[src/ebcn_map.svh]
// Purpose: offsets, field positions, reset values and codes of the card/NAND glue
// Assumes: AXI4-Lite byte addressing, 32-bit words
// Notes: included by bare name
// How it works
// I/O mode drives card I/O strobes only
// memory modes drive card memory strobes only
// byte lane enables decoded per access size
// odd byte on low lane needs 8-bit
// card enables follow card select waveform
// card enable moves selects 4-6 to card
// shared strobe and A25 pins carry card signals
// buffer enable timed as card select
// buffer direction held across transfer
// software picks card mode by setup/hold
// NAND support on 0x4 window
// NAND strobes only inside NAND window
// NAND enable muxes pins and pad direction
// software separates NAND cycles by offset
// NAND chip enable kept via GPIO
// bit0 routes select 0 to burst controller
// address bit 23 selects I/O mode
// bit1 routes select 1 to dynamic controller
// bit3 turns on NAND logic
// bit4 turns on card logic
// unused bits zero, fields reset zero
`ifndef EBCN_MAP_SVH
`define EBCN_MAP_SVH
`define EBCN_AW 8
`define EBCN_OFS_CSA 8'h00
`define EBCN_OFS_CFG 8'h04
`define EBCN_CSA_BANK0 0
`define EBCN_CSA_BANK1 1
`define EBCN_CSA_NAND 3
`define EBCN_CSA_CARD 4
`define EBCN_CFG_PUOFF 0
`define EBCN_RST_FIELD 1'b0
`define EBCN_NAND_TOP 4'h4
`define EBCN_IO_SEL_BIT 23
`define EBCN_RESP_OKAY 2'h0
`define EBCN_RESP_SLVERR 2'h2
`endif

[src/ebcn_pkg.sv]
// Purpose: types of the card/NAND glue
// Assumes: constants come from ebcn_map.svh
// Notes: one packed struct holds all state
`include "ebcn_map.svh"
package ebcn_pkg;
  typedef struct packed {
    logic                 awready;
    logic                 wready;
    logic                 arready;
    logic                 aw_have;
    logic [`EBCN_AW-1:0]  aw_addr;
    logic                 w_have;
    logic [31:0]          w_data;
    logic [3:0]           w_strb;
    logic                 bvalid;
    logic [1:0]           bresp;
    logic                 rvalid;
    logic [31:0]          rdata;
    logic [1:0]           rresp;
    logic                 bank0_burst;
    logic                 bank1_dram;
    logic                 nand_en;
    logic                 card_en;
    logic                 pu_off;
    logic                 card_act;
    logic                 dir;
    logic [7:0]           cs_n;
    logic                 rd_n;
    logic                 wr0_n;
    logic                 wr1_n;
    logic                 wr3_n;
    logic                 a25;
    logic                 rdy_o;
    logic                 rdy_oe_n;
    logic                 baa;
    logic                 rdy_in;
  } ebcn_state_t;
endpackage

[src/ebcn_glue.sv]
// Purpose: card and NAND glue plus chip select assignment of the external bus
// Assumes: all inputs synchronous to clk_sys; static controller strobes active low
// Notes: every pin output is registered, so pins lag their sources by one cycle
//
// Register access over AXI4-Lite was chosen for this implementation.
`timescale 1ns/1ps
`include "ebcn_map.svh"
module ebcn_glue (
  input  wire logic        clk_sys,
  input  wire logic        nrst,
  input  wire logic        ce,
  input  wire logic        s_axi_awvalid,
  output logic             s_axi_awready,
  input  wire logic [7:0]  s_axi_awaddr,
  input  wire logic [2:0]  s_axi_awprot,
  input  wire logic        s_axi_wvalid,
  output logic             s_axi_wready,
  input  wire logic [31:0] s_axi_wdata,
  input  wire logic [3:0]  s_axi_wstrb,
  output logic             s_axi_bvalid,
  input  wire logic        s_axi_bready,
  output logic [1:0]       s_axi_bresp,
  input  wire logic        s_axi_arvalid,
  output logic             s_axi_arready,
  input  wire logic [7:0]  s_axi_araddr,
  input  wire logic [2:0]  s_axi_arprot,
  output logic             s_axi_rvalid,
  input  wire logic        s_axi_rready,
  output logic [31:0]      s_axi_rdata,
  output logic [1:0]       s_axi_rresp,
  input  wire logic [7:0]  stat_cs_n,
  input  wire logic        stat_rd_n,
  input  wire logic        stat_wr0_n,
  input  wire logic        stat_wr1_n,
  input  wire logic        stat_wr3_n,
  input  wire logic        stat_a25,
  input  wire logic [31:0] xfer_addr,
  input  wire logic        xfer_write,
  input  wire logic        xfer_half,
  input  wire logic        card_bus8,
  input  wire logic        bfc_cs0_n,
  input  wire logic        sdram_cs1_n,
  input  wire logic        burst_advance_ack,
  input  wire logic        pin_rdy_i,
  output logic [7:0]       pin_cs_n,
  output logic             pin_rd_n,
  output logic             pin_wr0_n,
  output logic             pin_wr1_n,
  output logic             pin_wr3_n,
  output logic             pin_a25,
  output logic             pin_rdy_o,
  output logic             pin_rdy_oe_n,
  output logic             pin_baa_wr,
  output logic             burst_ready_in,
  output logic             pullup_disable
);

  ebcn_pkg::ebcn_state_t q;
  ebcn_pkg::ebcn_state_t s;

  logic card_acc;
  logic io_mode;
  logic nand_acc;
  logic ce_low_n;
  logic ce_high_n;
  logic dir_d;
  logic [7:0] cs_mux_n;

  // byte offsets of the two registers
  localparam logic [7:0] OFS_CSA = `EBCN_OFS_CSA;
  localparam logic [7:0] OFS_CFG = `EBCN_OFS_CFG;

  // card side decode
  always_comb
  begin
    card_acc = q.card_en & ~stat_cs_n[4];
    io_mode  = xfer_addr[`EBCN_IO_SEL_BIT];
    nand_acc = q.nand_en & ~stat_cs_n[3]
             & (xfer_addr[31:28] == `EBCN_NAND_TOP);
    // byte lanes; idle high like the card select
    if (!card_acc)
    begin
      ce_high_n = 1'b1;
      ce_low_n  = 1'b1;
    end
    else if (xfer_half)
    begin
      ce_high_n = 1'b0;
      ce_low_n  = 1'b0;
    end
    else if (card_bus8 || !xfer_addr[0])
    begin
      ce_high_n = 1'b1;
      ce_low_n  = 1'b0;
    end
    else
    begin
      ce_high_n = 1'b0;
      ce_low_n  = 1'b1;
    end
    // direction captured at transfer start, then frozen
    if (card_acc && !q.card_act)
      dir_d = ~xfer_write;
    else
      dir_d = q.dir;
    // select routing
    cs_mux_n    = stat_cs_n;
    cs_mux_n[0] = q.bank0_burst ? bfc_cs0_n : stat_cs_n[0];
    cs_mux_n[1] = q.bank1_dram ? sdram_cs1_n : stat_cs_n[1];
    if (q.card_en)
    begin
      cs_mux_n[4] = stat_cs_n[4];
      cs_mux_n[5] = ce_low_n;
      cs_mux_n[6] = ce_high_n;
    end
  end

  // next state
  always_comb
  begin
    s = q;
    // pin multiplexing
    s.card_act = card_acc;
    s.dir      = dir_d;
    s.cs_n     = cs_mux_n;
    if (card_acc)
    begin
      s.rd_n  = io_mode ? 1'b1 : stat_rd_n;
      s.wr0_n = io_mode ? 1'b1 : stat_wr0_n;
      s.wr1_n = io_mode ? stat_rd_n : 1'b1;
      s.wr3_n = io_mode ? stat_wr0_n : 1'b1;
      s.a25   = dir_d;
    end
    else
    begin
      s.rd_n  = stat_rd_n;
      s.wr0_n = stat_wr0_n;
      s.wr1_n = stat_wr1_n;
      s.wr3_n = stat_wr3_n;
      s.a25   = stat_a25;
    end
    // nand strobes or burst handshake on shared pads
    if (q.nand_en)
    begin
      s.rdy_oe_n = 1'b0;
      s.rdy_o    = nand_acc ? stat_rd_n : 1'b1;
      s.baa      = nand_acc ? stat_wr0_n : 1'b1;
      s.rdy_in   = 1'b0;
    end
    else
    begin
      s.rdy_oe_n = 1'b1;
      s.rdy_o    = 1'b1;
      s.baa      = burst_advance_ack;
      s.rdy_in   = pin_rdy_i;
    end
    // write channel
    if (q.bvalid && s_axi_bready)
      s.bvalid = 1'b0;
    if (q.awready && s_axi_awvalid)
    begin
      s.aw_have = 1'b1;
      s.aw_addr = s_axi_awaddr;
    end
    if (q.wready && s_axi_wvalid)
    begin
      s.w_have = 1'b1;
      s.w_data = s_axi_wdata;
      s.w_strb = s_axi_wstrb;
    end
    if (s.aw_have && s.w_have && !s.bvalid)
    begin
      s.aw_have = 1'b0;
      s.w_have  = 1'b0;
      s.bvalid  = 1'b1;
      s.bresp   = `EBCN_RESP_OKAY;
      if (s.aw_addr[7:2] == OFS_CSA[7:2])
      begin
        if (s.w_strb[0])
        begin
          s.bank0_burst = s.w_data[`EBCN_CSA_BANK0];
          s.bank1_dram  = s.w_data[`EBCN_CSA_BANK1];
          s.nand_en     = s.w_data[`EBCN_CSA_NAND];
          s.card_en     = s.w_data[`EBCN_CSA_CARD];
        end
      end
      else if (s.aw_addr[7:2] == OFS_CFG[7:2])
      begin
        if (s.w_strb[0])
          s.pu_off = s.w_data[`EBCN_CFG_PUOFF];
      end
      else
        s.bresp = `EBCN_RESP_SLVERR;
    end
    s.awready = ~s.aw_have & ~s.bvalid;
    s.wready  = ~s.w_have & ~s.bvalid;
    // read channel
    if (q.rvalid && s_axi_rready)
      s.rvalid = 1'b0;
    if (q.arready && s_axi_arvalid)
    begin
      s.rvalid = 1'b1;
      s.rdata  = 32'h0000_0000;
      s.rresp  = `EBCN_RESP_OKAY;
      if (s_axi_araddr[7:2] == OFS_CSA[7:2])
      begin
        s.rdata[`EBCN_CSA_BANK0] = q.bank0_burst;
        s.rdata[`EBCN_CSA_BANK1] = q.bank1_dram;
        s.rdata[`EBCN_CSA_NAND]  = q.nand_en;
        s.rdata[`EBCN_CSA_CARD]  = q.card_en;
      end
      else if (s_axi_araddr[7:2] == OFS_CFG[7:2])
        s.rdata[`EBCN_CFG_PUOFF] = q.pu_off;
      else
        s.rresp = `EBCN_RESP_SLVERR;
    end
    s.arready = ~s.rvalid;
  end

  always_ff @(posedge clk_sys or negedge nrst)
  begin
    if (!nrst)
    begin
      q          <= '0;
      q.awready  <= 1'b1;
      q.wready   <= 1'b1;
      q.arready  <= 1'b1;
      q.bank0_burst <= `EBCN_RST_FIELD;
      q.bank1_dram  <= `EBCN_RST_FIELD;
      q.nand_en     <= `EBCN_RST_FIELD;
      q.card_en     <= `EBCN_RST_FIELD;
      q.pu_off   <= `EBCN_RST_FIELD;
      q.cs_n     <= 8'hff;
      q.rd_n     <= 1'b1;
      q.wr0_n    <= 1'b1;
      q.wr1_n    <= 1'b1;
      q.wr3_n    <= 1'b1;
      q.rdy_o    <= 1'b1;
      q.rdy_oe_n <= 1'b1;
      q.baa      <= 1'b1;
    end
    else if (ce)
      q <= s;
  end

  assign s_axi_awready  = q.awready;
  assign s_axi_wready   = q.wready;
  assign s_axi_bvalid   = q.bvalid;
  assign s_axi_bresp    = q.bresp;
  assign s_axi_arready  = q.arready;
  assign s_axi_rvalid   = q.rvalid;
  assign s_axi_rdata    = q.rdata;
  assign s_axi_rresp    = q.rresp;
  assign pin_cs_n       = q.cs_n;
  assign pin_rd_n       = q.rd_n;
  assign pin_wr0_n      = q.wr0_n;
  assign pin_wr1_n      = q.wr1_n;
  assign pin_wr3_n      = q.wr3_n;
  assign pin_a25        = q.a25;
  assign pin_rdy_o      = q.rdy_o;
  assign pin_rdy_oe_n   = q.rdy_oe_n;
  assign pin_baa_wr     = q.baa;
  assign burst_ready_in = q.rdy_in;
  assign pullup_disable = q.pu_off;

endmodule

[config.mk]
export PLATFORM = sky130hd
export DESIGN_NAME = ebcn_glue
export DESIGN_NICKNAME = d
export VERILOG_FILES = /design/src/ebcn_pkg.sv /design/src/ebcn_glue.sv
export VERILOG_INCLUDE_DIRS = /design/src
export SDC_FILE = /design/constraint.sdc
export NUM_CORES = 1
export LEC_CHECK = 0
export BUFFER_PORTS_ARGS = -buffer_cell sky130_fd_sc_hd__clkbuf_2
export CAP_MARGIN = 20
export CORE_MARGIN = 1.5
export CORE_UTILIZATION = 41
export DETAILED_ROUTE_END_ITERATION = 12
export GPL_TIMING_DRIVEN = 0
export PLACE_DENSITY = 0.81
export SKIP_CTS_REPAIR_TIMING = 1
export SLEW_MARGIN = 10
export SYNTH_ARGS = -nofsm -noshare
export SYNTH_HDL_FRONTEND = slang
export SYNTH_SLANG_ARGS = --single-unit
[constraint.sdc]
create_clock -name clk_sys -period 2.3 [get_ports clk_sys]
set_clock_uncertainty 0.15 [all_clocks]
set_input_delay 0.23 -clock clk_sys [delete_from_list [all_inputs] [get_ports clk_sys]]
set_output_delay 0.23 -clock clk_sys [all_outputs]
set_load 0.01 [all_outputs]
==> results of run 1 <==
-- synthesized netlist by cell type, types with 2 or more instances --
master                     count
sky130_fd_sc_hd__buf_4        44
sky130_fd_sc_hd__dfrtp_1      30
sky130_fd_sc_hd__mux2_1       23
sky130_fd_sc_hd__dfstp_2      18
sky130_fd_sc_hd__nand2_1      18
sky130_fd_sc_hd__inv_1        13
sky130_fd_sc_hd__nor2_1       12
sky130_fd_sc_hd__a21oi_1      10
sky130_fd_sc_hd__o21ai_1       9
sky130_fd_sc_hd__mux2_2        8
sky130_fd_sc_hd__mux2i_1       5
sky130_fd_sc_hd__nand3b_1      5
sky130_fd_sc_hd__o211ai_1      4
sky130_fd_sc_hd__clkbuf_1      3
sky130_fd_sc_hd__nand3_1       3
sky130_fd_sc_hd__a21boi_1      2
sky130_fd_sc_hd__a31oi_1       2
sky130_fd_sc_hd__buf_1         2
sky130_fd_sc_hd__nor4_2        2
sky130_fd_sc_hd__o22ai_1       2
-- cells in the final DEF, fill, tap and decap left out, drive strengths merged --
cell         Yosys  layout
nand4            1       1
o211ai           4       4
nor2            12      12
a32o             1       1
dfrtp           30      30
nand3            3       3
nand2b           1       1
buf             46      48
clkbuf           3      89
nor3             2       2
nor2b            1       1
mux2i            5       5
dfstp           18      18
conb             1      30
inv             13      13
bufinv           0       1
or4b             1       1
o22ai            2       2
or3              1       1
a22oi            1       1
nor4b            1       1
nand2           19      19
o31ai            1       1
mux2            31      31
a31oi            2       2
nor4             2       2
o221ai           1       1
o21ai            9       9
nand3b           5       5
a21oi           10      10
dlygate4sd3      0       4
a21boi           2       2
-- cells by family (layout without fill, tap and decap cells) --
| group | Yosys count | count (layout) | share of synthesized area [%] |
|---|---|---|---|
| buf+inv | 62 | 155 | 16.1 |
| other cells | 1 | 30 | 0.151 |
| flops | 48 | 48 | 49.4 |
| mux | 36 | 36 | 16.1 |
| compound gates | 33 | 33 | 8.03 |
| simple gates | 49 | 49 | 10.3 |
-- final timing paths --
kind,startpoint,endpoint,cells past startpoint
max,s_axi_awready,pullup_disable,5
min,s_axi_awaddr[4],q[103],2
max reg2reg,s_axi_awready,pullup_disable,5
min reg2reg,pin_wr3_n,pin_wr3_n,2
max in group asynchronous,nrst,s_axi_wready,3
min in group asynchronous,nrst,q[18],2
-- power groups by stage --
stage	clock network [mW]	logic (mW)	registers, mW
after floorplan	0	0.505	1.28
after global placement	0	0.738	1.28
after detailed placement	0	0.764	1.30
after CTS	0.616	0.768	1.28
after global routing	0.649	0.885	1.31
final	0.598	0.787	1.28
-- metal layers --
| metal | global-route usage, % | share of wire, % |
|---|---|---|
| met4 | 5.00 | 0.76 |
| met1 | 19.6 | 42 |
| met3 | 4.16 | 6.1 |
| met5 | 0 | 0 |
| met2 | 25.8 | 51 |
-- area by class of cell --
class,count,share of cell area [%]
multi-input cells,148,30.0
plain buffers,49,10.7
inverters,13,1.49
repair buffers,85,14.2
clock inverters,1,0.920
well taps,75,2.87
flip-flops and latches,48,37.5
clock buffers,7,2.34
-- per-stage QoR --
step	util [%]	TNS, ns	cell area [um^2]
after floorplan	-	0	2590
after global placement	52.3	-0.205	3080
after detailed placement	52.6	-0.435	3100
after CTS	54.4	-0.533	3200
after global routing	55.5	0	3260
final	55.5	0	3260
==> impl_metrics.yaml, run 1 <==
status:
  outcome: "finished, violations left"
  failed_checks: "hold timing"
finish:
  area.growth.synth_to_final_pct: 31.7
  fillers: 539
  largest_register: "q"
  drive_above_1_share_pct: 46.4
  ff_latch_area_um2: 1220
  max_reg_flops: 19
  antennaDiodeCount: 0
  final_cell_count_no_fill: 426
  nNetsFinal: 468
  multi_input_area_um2: 980
worst_setup_path:
  critical_path.max_fanout: 4
  timing.critical_path.required_ns: 2.34
  path_cells: "nand2_2 -> nor4_2 -> a31oi_1 -> or4b_1 -> mux2_1"
  setup.worst_path.class: "register to register"
  path_delay_family: "simple AND/OR/NAND/NOR gates"
  startpoint_type: "register"
  timing.critical_path.arrival_ns: 2.21
  cell_type_of_the_slowest_stage_on_the_worst_timing_path: "sky130_fd_sc_hd__dfstp_2"
  setup.reg_to_reg.worst_slack_ns: 0.14
  max_stage_delay_ns: 0.58
  worstPathBufferInverterCount: 0
  cp-end-kind: "register"
clock_tree:
  cts_tree: "built"
  cts-root-buf: "sky130_fd_sc_hd__clkbuf_8"
  path_clk_slew_ns: 0.09
  cts_max_level: 2
  cts_made_buffers: 5
  clock_path_buffers: 2
  clk-insertion-delay-late_ns: 0.30
  clock-sinks: 48
synthesis:
  seq_area_frac_synth_pct: 49.4
  mappedNetlistArea_um2: 2480
  postSynth.topFlopCell: "sky130_fd_sc_hd__dfrtp_1"
  ys_seq_elements: 48
  synth-edff-count: 0
  yosys.area.top_type_share_pct: 30.3
  syn-mean-instance-area_um2: 10.8
  synth_warnings: 0
  synth.distinct_cells: 34
  yosys-top-cells-area: "sky130_fd_sc_hd__dfrtp_1 (30%), sky130_fd_sc_hd__dfstp_2 (19%), sky130_fd_sc_hd__buf_4 (13%), sky130_fd_sc_hd__mux2_1 (10%), sky130_fd_sc_hd__mux2_2 (3.6%)"
  synth_async_sr_flop_share_pct: 100
  synth_largest_area_cell: "sky130_fd_sc_hd__dfrtp_1"
  netlist_instances: 229
pwr:
  switching_share_pct: 30.2
  areal_power_density_over_the_cells_nw_per_um2: 816
  seq_power_share_pct: 48.0
  vdd_ir_drop_max_v: 0.000618
  total_switching_power_uw: 804
  clock_power_share_pct: 22.4
  totalPowerFinal_mw: 2.66
  static-leakage-power_nw: 1.67
  p_int_mw: 1.86
  combinationalPowerShare_pct: 29.5
grt:
  number_of_global_route_vias_before_repair: 1695
  overflow: 0
  grt_first_pass_wirelength_um: 7640
  grtUsageTotal_pct: 15.5
  grt_max_degree: 26
  initial_antenna_violation_count: 0
sta:
  timing.fmax_mhz: 462
  maxSlewViolCount: 0
  finalCritPeriodShare_pct: 94.1
  setup_violations: 0
  final.min_clock_period_ns: 2.16
  fin_ws_ns: 0.135
  relSlewSlack_pct: 59.2
  finalHoldViolCount: 3
  grt_setup_unrepaired: "no"
  timing_worst_slew_pin_value_ns: 0.612
  holdWs_ns: -0.0114
floorplan:
  num_rows: 28
  floorplan.initialDensity_pct: 42.1
  die_h_um: 80.8
  die_footprint_um2: 6520
  core-area_um2: 5890
  io-pin-count: 177
  die_x_um: 80.8
routing:
  drt.antenna.violating_nets: 0
  totalWireLength_um: 4980
  first_iter_violations: 47
  drc: 0
  route.detailed.vias_per_inst: 4.48
  vias: 1910
  drtPass1Iterations: 4
  avgRoutedWirePerCell_um: 11.7
placed_design:
  place.port_buffers: 79
  place_hpwl_um: 3920
  placed_cells_incl_taps: 413
  dp_worst_setup_slack_ns: -0.116
  gp_routability_congestion: 0.699
worst_hold_path:
  holdCritPathClass: "input pin to register"
flow_run:
  maxCapViolations: 0
No activity file was read; power rests on OpenSTA's default activity.
==> run 2, diff against run 1 <==
--- a/config.mk
+++ b/config.mk
@@ -9,10 +9,10 @@
 export BUFFER_PORTS_ARGS = -buffer_cell sky130_fd_sc_hd__clkbuf_2
 export CAP_MARGIN = 20
 export CORE_MARGIN = 1.5
-export CORE_UTILIZATION = 41
+export CORE_UTILIZATION = 44
 export DETAILED_ROUTE_END_ITERATION = 12
 export GPL_TIMING_DRIVEN = 0
-export PLACE_DENSITY = 0.81
+export PLACE_DENSITY = 0.86
 export SKIP_CTS_REPAIR_TIMING = 1
 export SLEW_MARGIN = 10
 export SYNTH_ARGS = -nofsm -noshare
==> constraint.sdc (replaced) <==
create_clock -name clk_sys -period 2.6 [get_ports clk_sys]
set_clock_uncertainty 0.15 [all_clocks]
set_input_delay 0.26 -clock clk_sys [delete_from_list [all_inputs] [get_ports clk_sys]]
set_output_delay 0.26 -clock clk_sys [all_outputs]
set_load 0.01 [all_outputs]
==> impl_metrics.yaml, run 2 (synthesis results as in run 1) <==
floorplan:
  num_rows: 27
  die_footprint_um2: 6090
  die_h_um: 78.1
  io-pin-count: 177
  floorplan.initialDensity_pct: 45.3
  die_x_um: 78.1
  core-area_um2: 5470
sta:
  timing_worst_slew_pin_value_ns: 0.604
  tns_ns: 0
  relSlewSlack_pct: 59.7
  setup_violations: 0
  finalHoldViolCount: 0
  timing.fmax_mhz: 414
  finalCritPeriodShare_pct: 92.8
  maxSlewViolCount: 0
  grt_setup_unrepaired: "no"
  holdWs_ns: 0.0336
  final.min_clock_period_ns: 2.41
worst_hold_path:
  worstHoldPathCells: 2
  min_to: "q[104]"
  holdCritPathClass: "input pin to register"
  min-delay-start: "s_axi_awaddr[5]"
clock_tree:
  clock-sinks: 48
  cts_made_buffers: 5
  clk-insertion-delay-late_ns: 0.29
  clock_path_buffers: 2
  path_clk_slew_ns: 0.08
  cts_max_level: 2
  cts-root-buf: "sky130_fd_sc_hd__clkbuf_8"
  cts_tree: "built"
grt:
  grtUsageTotal_pct: 16.5
  grt_first_pass_wirelength_um: 7810
  number_of_global_route_vias_before_repair: 1708
  initial_antenna_violation_count: 0
  grt_max_degree: 29
  overflow: 0
finish:
  max_reg_flops: 19
  leading_cell_types_in_the_layout_fill_and_taps_excluded: "sky130_fd_sc_hd__clkbuf_2 (79), sky130_fd_sc_hd__buf_4 (44), sky130_fd_sc_hd__conb_1 (30), sky130_fd_sc_hd__dfrtp_1 (30), sky130_fd_sc_hd__mux2_1 (23)"
  fillers: 510
  mostFrequentLayoutCell: "sky130_fd_sc_hd__clkbuf_2"
  area.growth.synth_to_final_pct: 29.6
  drive_above_1_share_pct: 46.3
  antennaDiodeCount: 0
  nNetsFinal: 465
  largest_register: "q"
routing:
  top_signal_layer_used: "met4"
  totalWireLength_um: 4960
  met1_length_um: 2070
  drtPass1Iterations: 4
  vias: 1895
  first_iter_violations: 48
  route.detailed.vias_per_inst: 4.51
  met3WireLength_um: 336
  drt.antenna.violating_nets: 0
  avgRoutedWirePerCell_um: 11.8
  wl_met2_um: 2510
  drc: 0
pwr:
  areal_power_density_over_the_cells_nw_per_um2: 711
  p_int_mw: 1.59
  combinationalPowerShare_pct: 29.6
  totalPowerFinal_mw: 2.29
  total_switching_power_uw: 694
  switching_share_pct: 30.4
  static-leakage-power_nw: 1.65
  seq_power_share_pct: 49.6
  vdd_ir_drop_max_v: 0.000422
  clock_power_share_pct: 20.8
worst_setup_path:
  cell_type_of_the_slowest_stage_on_the_worst_timing_path: "sky130_fd_sc_hd__nor4_2"
  path_cells: "nand2_1 -> nand2_1 -> nand4_1 -> nor4_2 -> mux2_1"
  reg2regPathDepth: 5
  startpoint_type: "register"
  setup.reg_to_reg.worst_slack_ns: 0.19
  cpMostUsedCell: "sky130_fd_sc_hd__nand2_1"
  path_delay_family: "simple AND/OR/NAND/NOR gates"
  max_stage_delay_ns: 0.58
  timing.critical_path.arrival_ns: 2.44
  critical_path.max_fanout: 6
  cp-end-kind: "register"
  worstPathBufferInverterCount: 0
  critical_path.reg2reg.startpoint: "s_axi_wready"
  worst_r2r_endpoint: "q[23]"
  setup.worst_path.class: "register to register"
  timing.critical_path.required_ns: 2.63
status:
  outcome: "complete, no violations"
placed_design:
  place_hpwl_um: 3940
  place.port_buffers: 79
  gp_routability_congestion: 0.665
flow_run:
  maxCapViolations: 0
==> run 2: layout make-up <==
type / count / area (um^2) / area share (%)
buffer: 49 / 349 / 10.9
clock buffer: 8 / 100 / 3.12
inverter: 13 / 48.8 / 1.52
multi-input combinational: 148 / 966 / 30.1
sequential: 48 / 1220 / 38.1
tap: 72 / 90.1 / 2.80
timing repair buffer: 82 / 435 / 13.6
==> run 2: per-layer routing <==
| metal | vias to the layer above | track usage, % |
|---|---|---|
| li1 | 940 | - |
| met1 | 876 | 20.9 |
| met2 | 73 | 28.1 |
| met3 | 6 | 4.53 |
| met4 | 0 | 4.29 |
| met5 | - | 0 |
==> run 2: power groups by stage <==
stage / logic (mW) / clock network (mW) / registers [mW]
2_1_floorplan: 0.447 / 0 / 1.13
3_3_place_gp: 0.652 / 0 / 1.13
3_5_place_dp: 0.679 / 0 / 1.15
4_1_cts: 0.682 / 0.488 / 1.14
5_1_grt: 0.751 / 0.522 / 1.16
6_report: 0.677 / 0.475 / 1.13
==> run 2: worst max path at each step <==
stage	from	endpoint	slack, ns	cells after the start
floorplan	s_axi_wready	pullup_disable	0.51	5
global placement	s_axi_wready	q[22]	0.23	5
detailed placement	s_axi_wready	q[23]	0.20	5
CTS	s_axi_wready	q[23]	0.17	5
global route	s_axi_wready	q[23]	0.08	5
finish	s_axi_wready	q[23]	0.19	5
==> run 2: stage by stage <==
| stage | utilization (%) | cell area, um^2 | std cells | setup slack (ns) |
|---|---|---|---|---|
| after floorplan | - | 2590 | 258 | 0.511 |
| after global placement | 56.2 | 3070 | 409 | 0.233 |
| after detailed placement | 56.5 | 3090 | 410 | 0.195 |
| after CTS | 58.3 | 3190 | 418 | 0.174 |
| after global routing | 58.7 | 3210 | 420 | 0.0770 |
| final | 58.7 | 3210 | 420 | 0.187 |
==> run 2: worst register-to-register path: cells and delay by family (launching register included) <==
family | cells | cell delay (ns)
flip-flops | 1 | 0.57
AND/OR/NAND/NOR | 4 | 1.21
multiplexers | 1 | 0.38
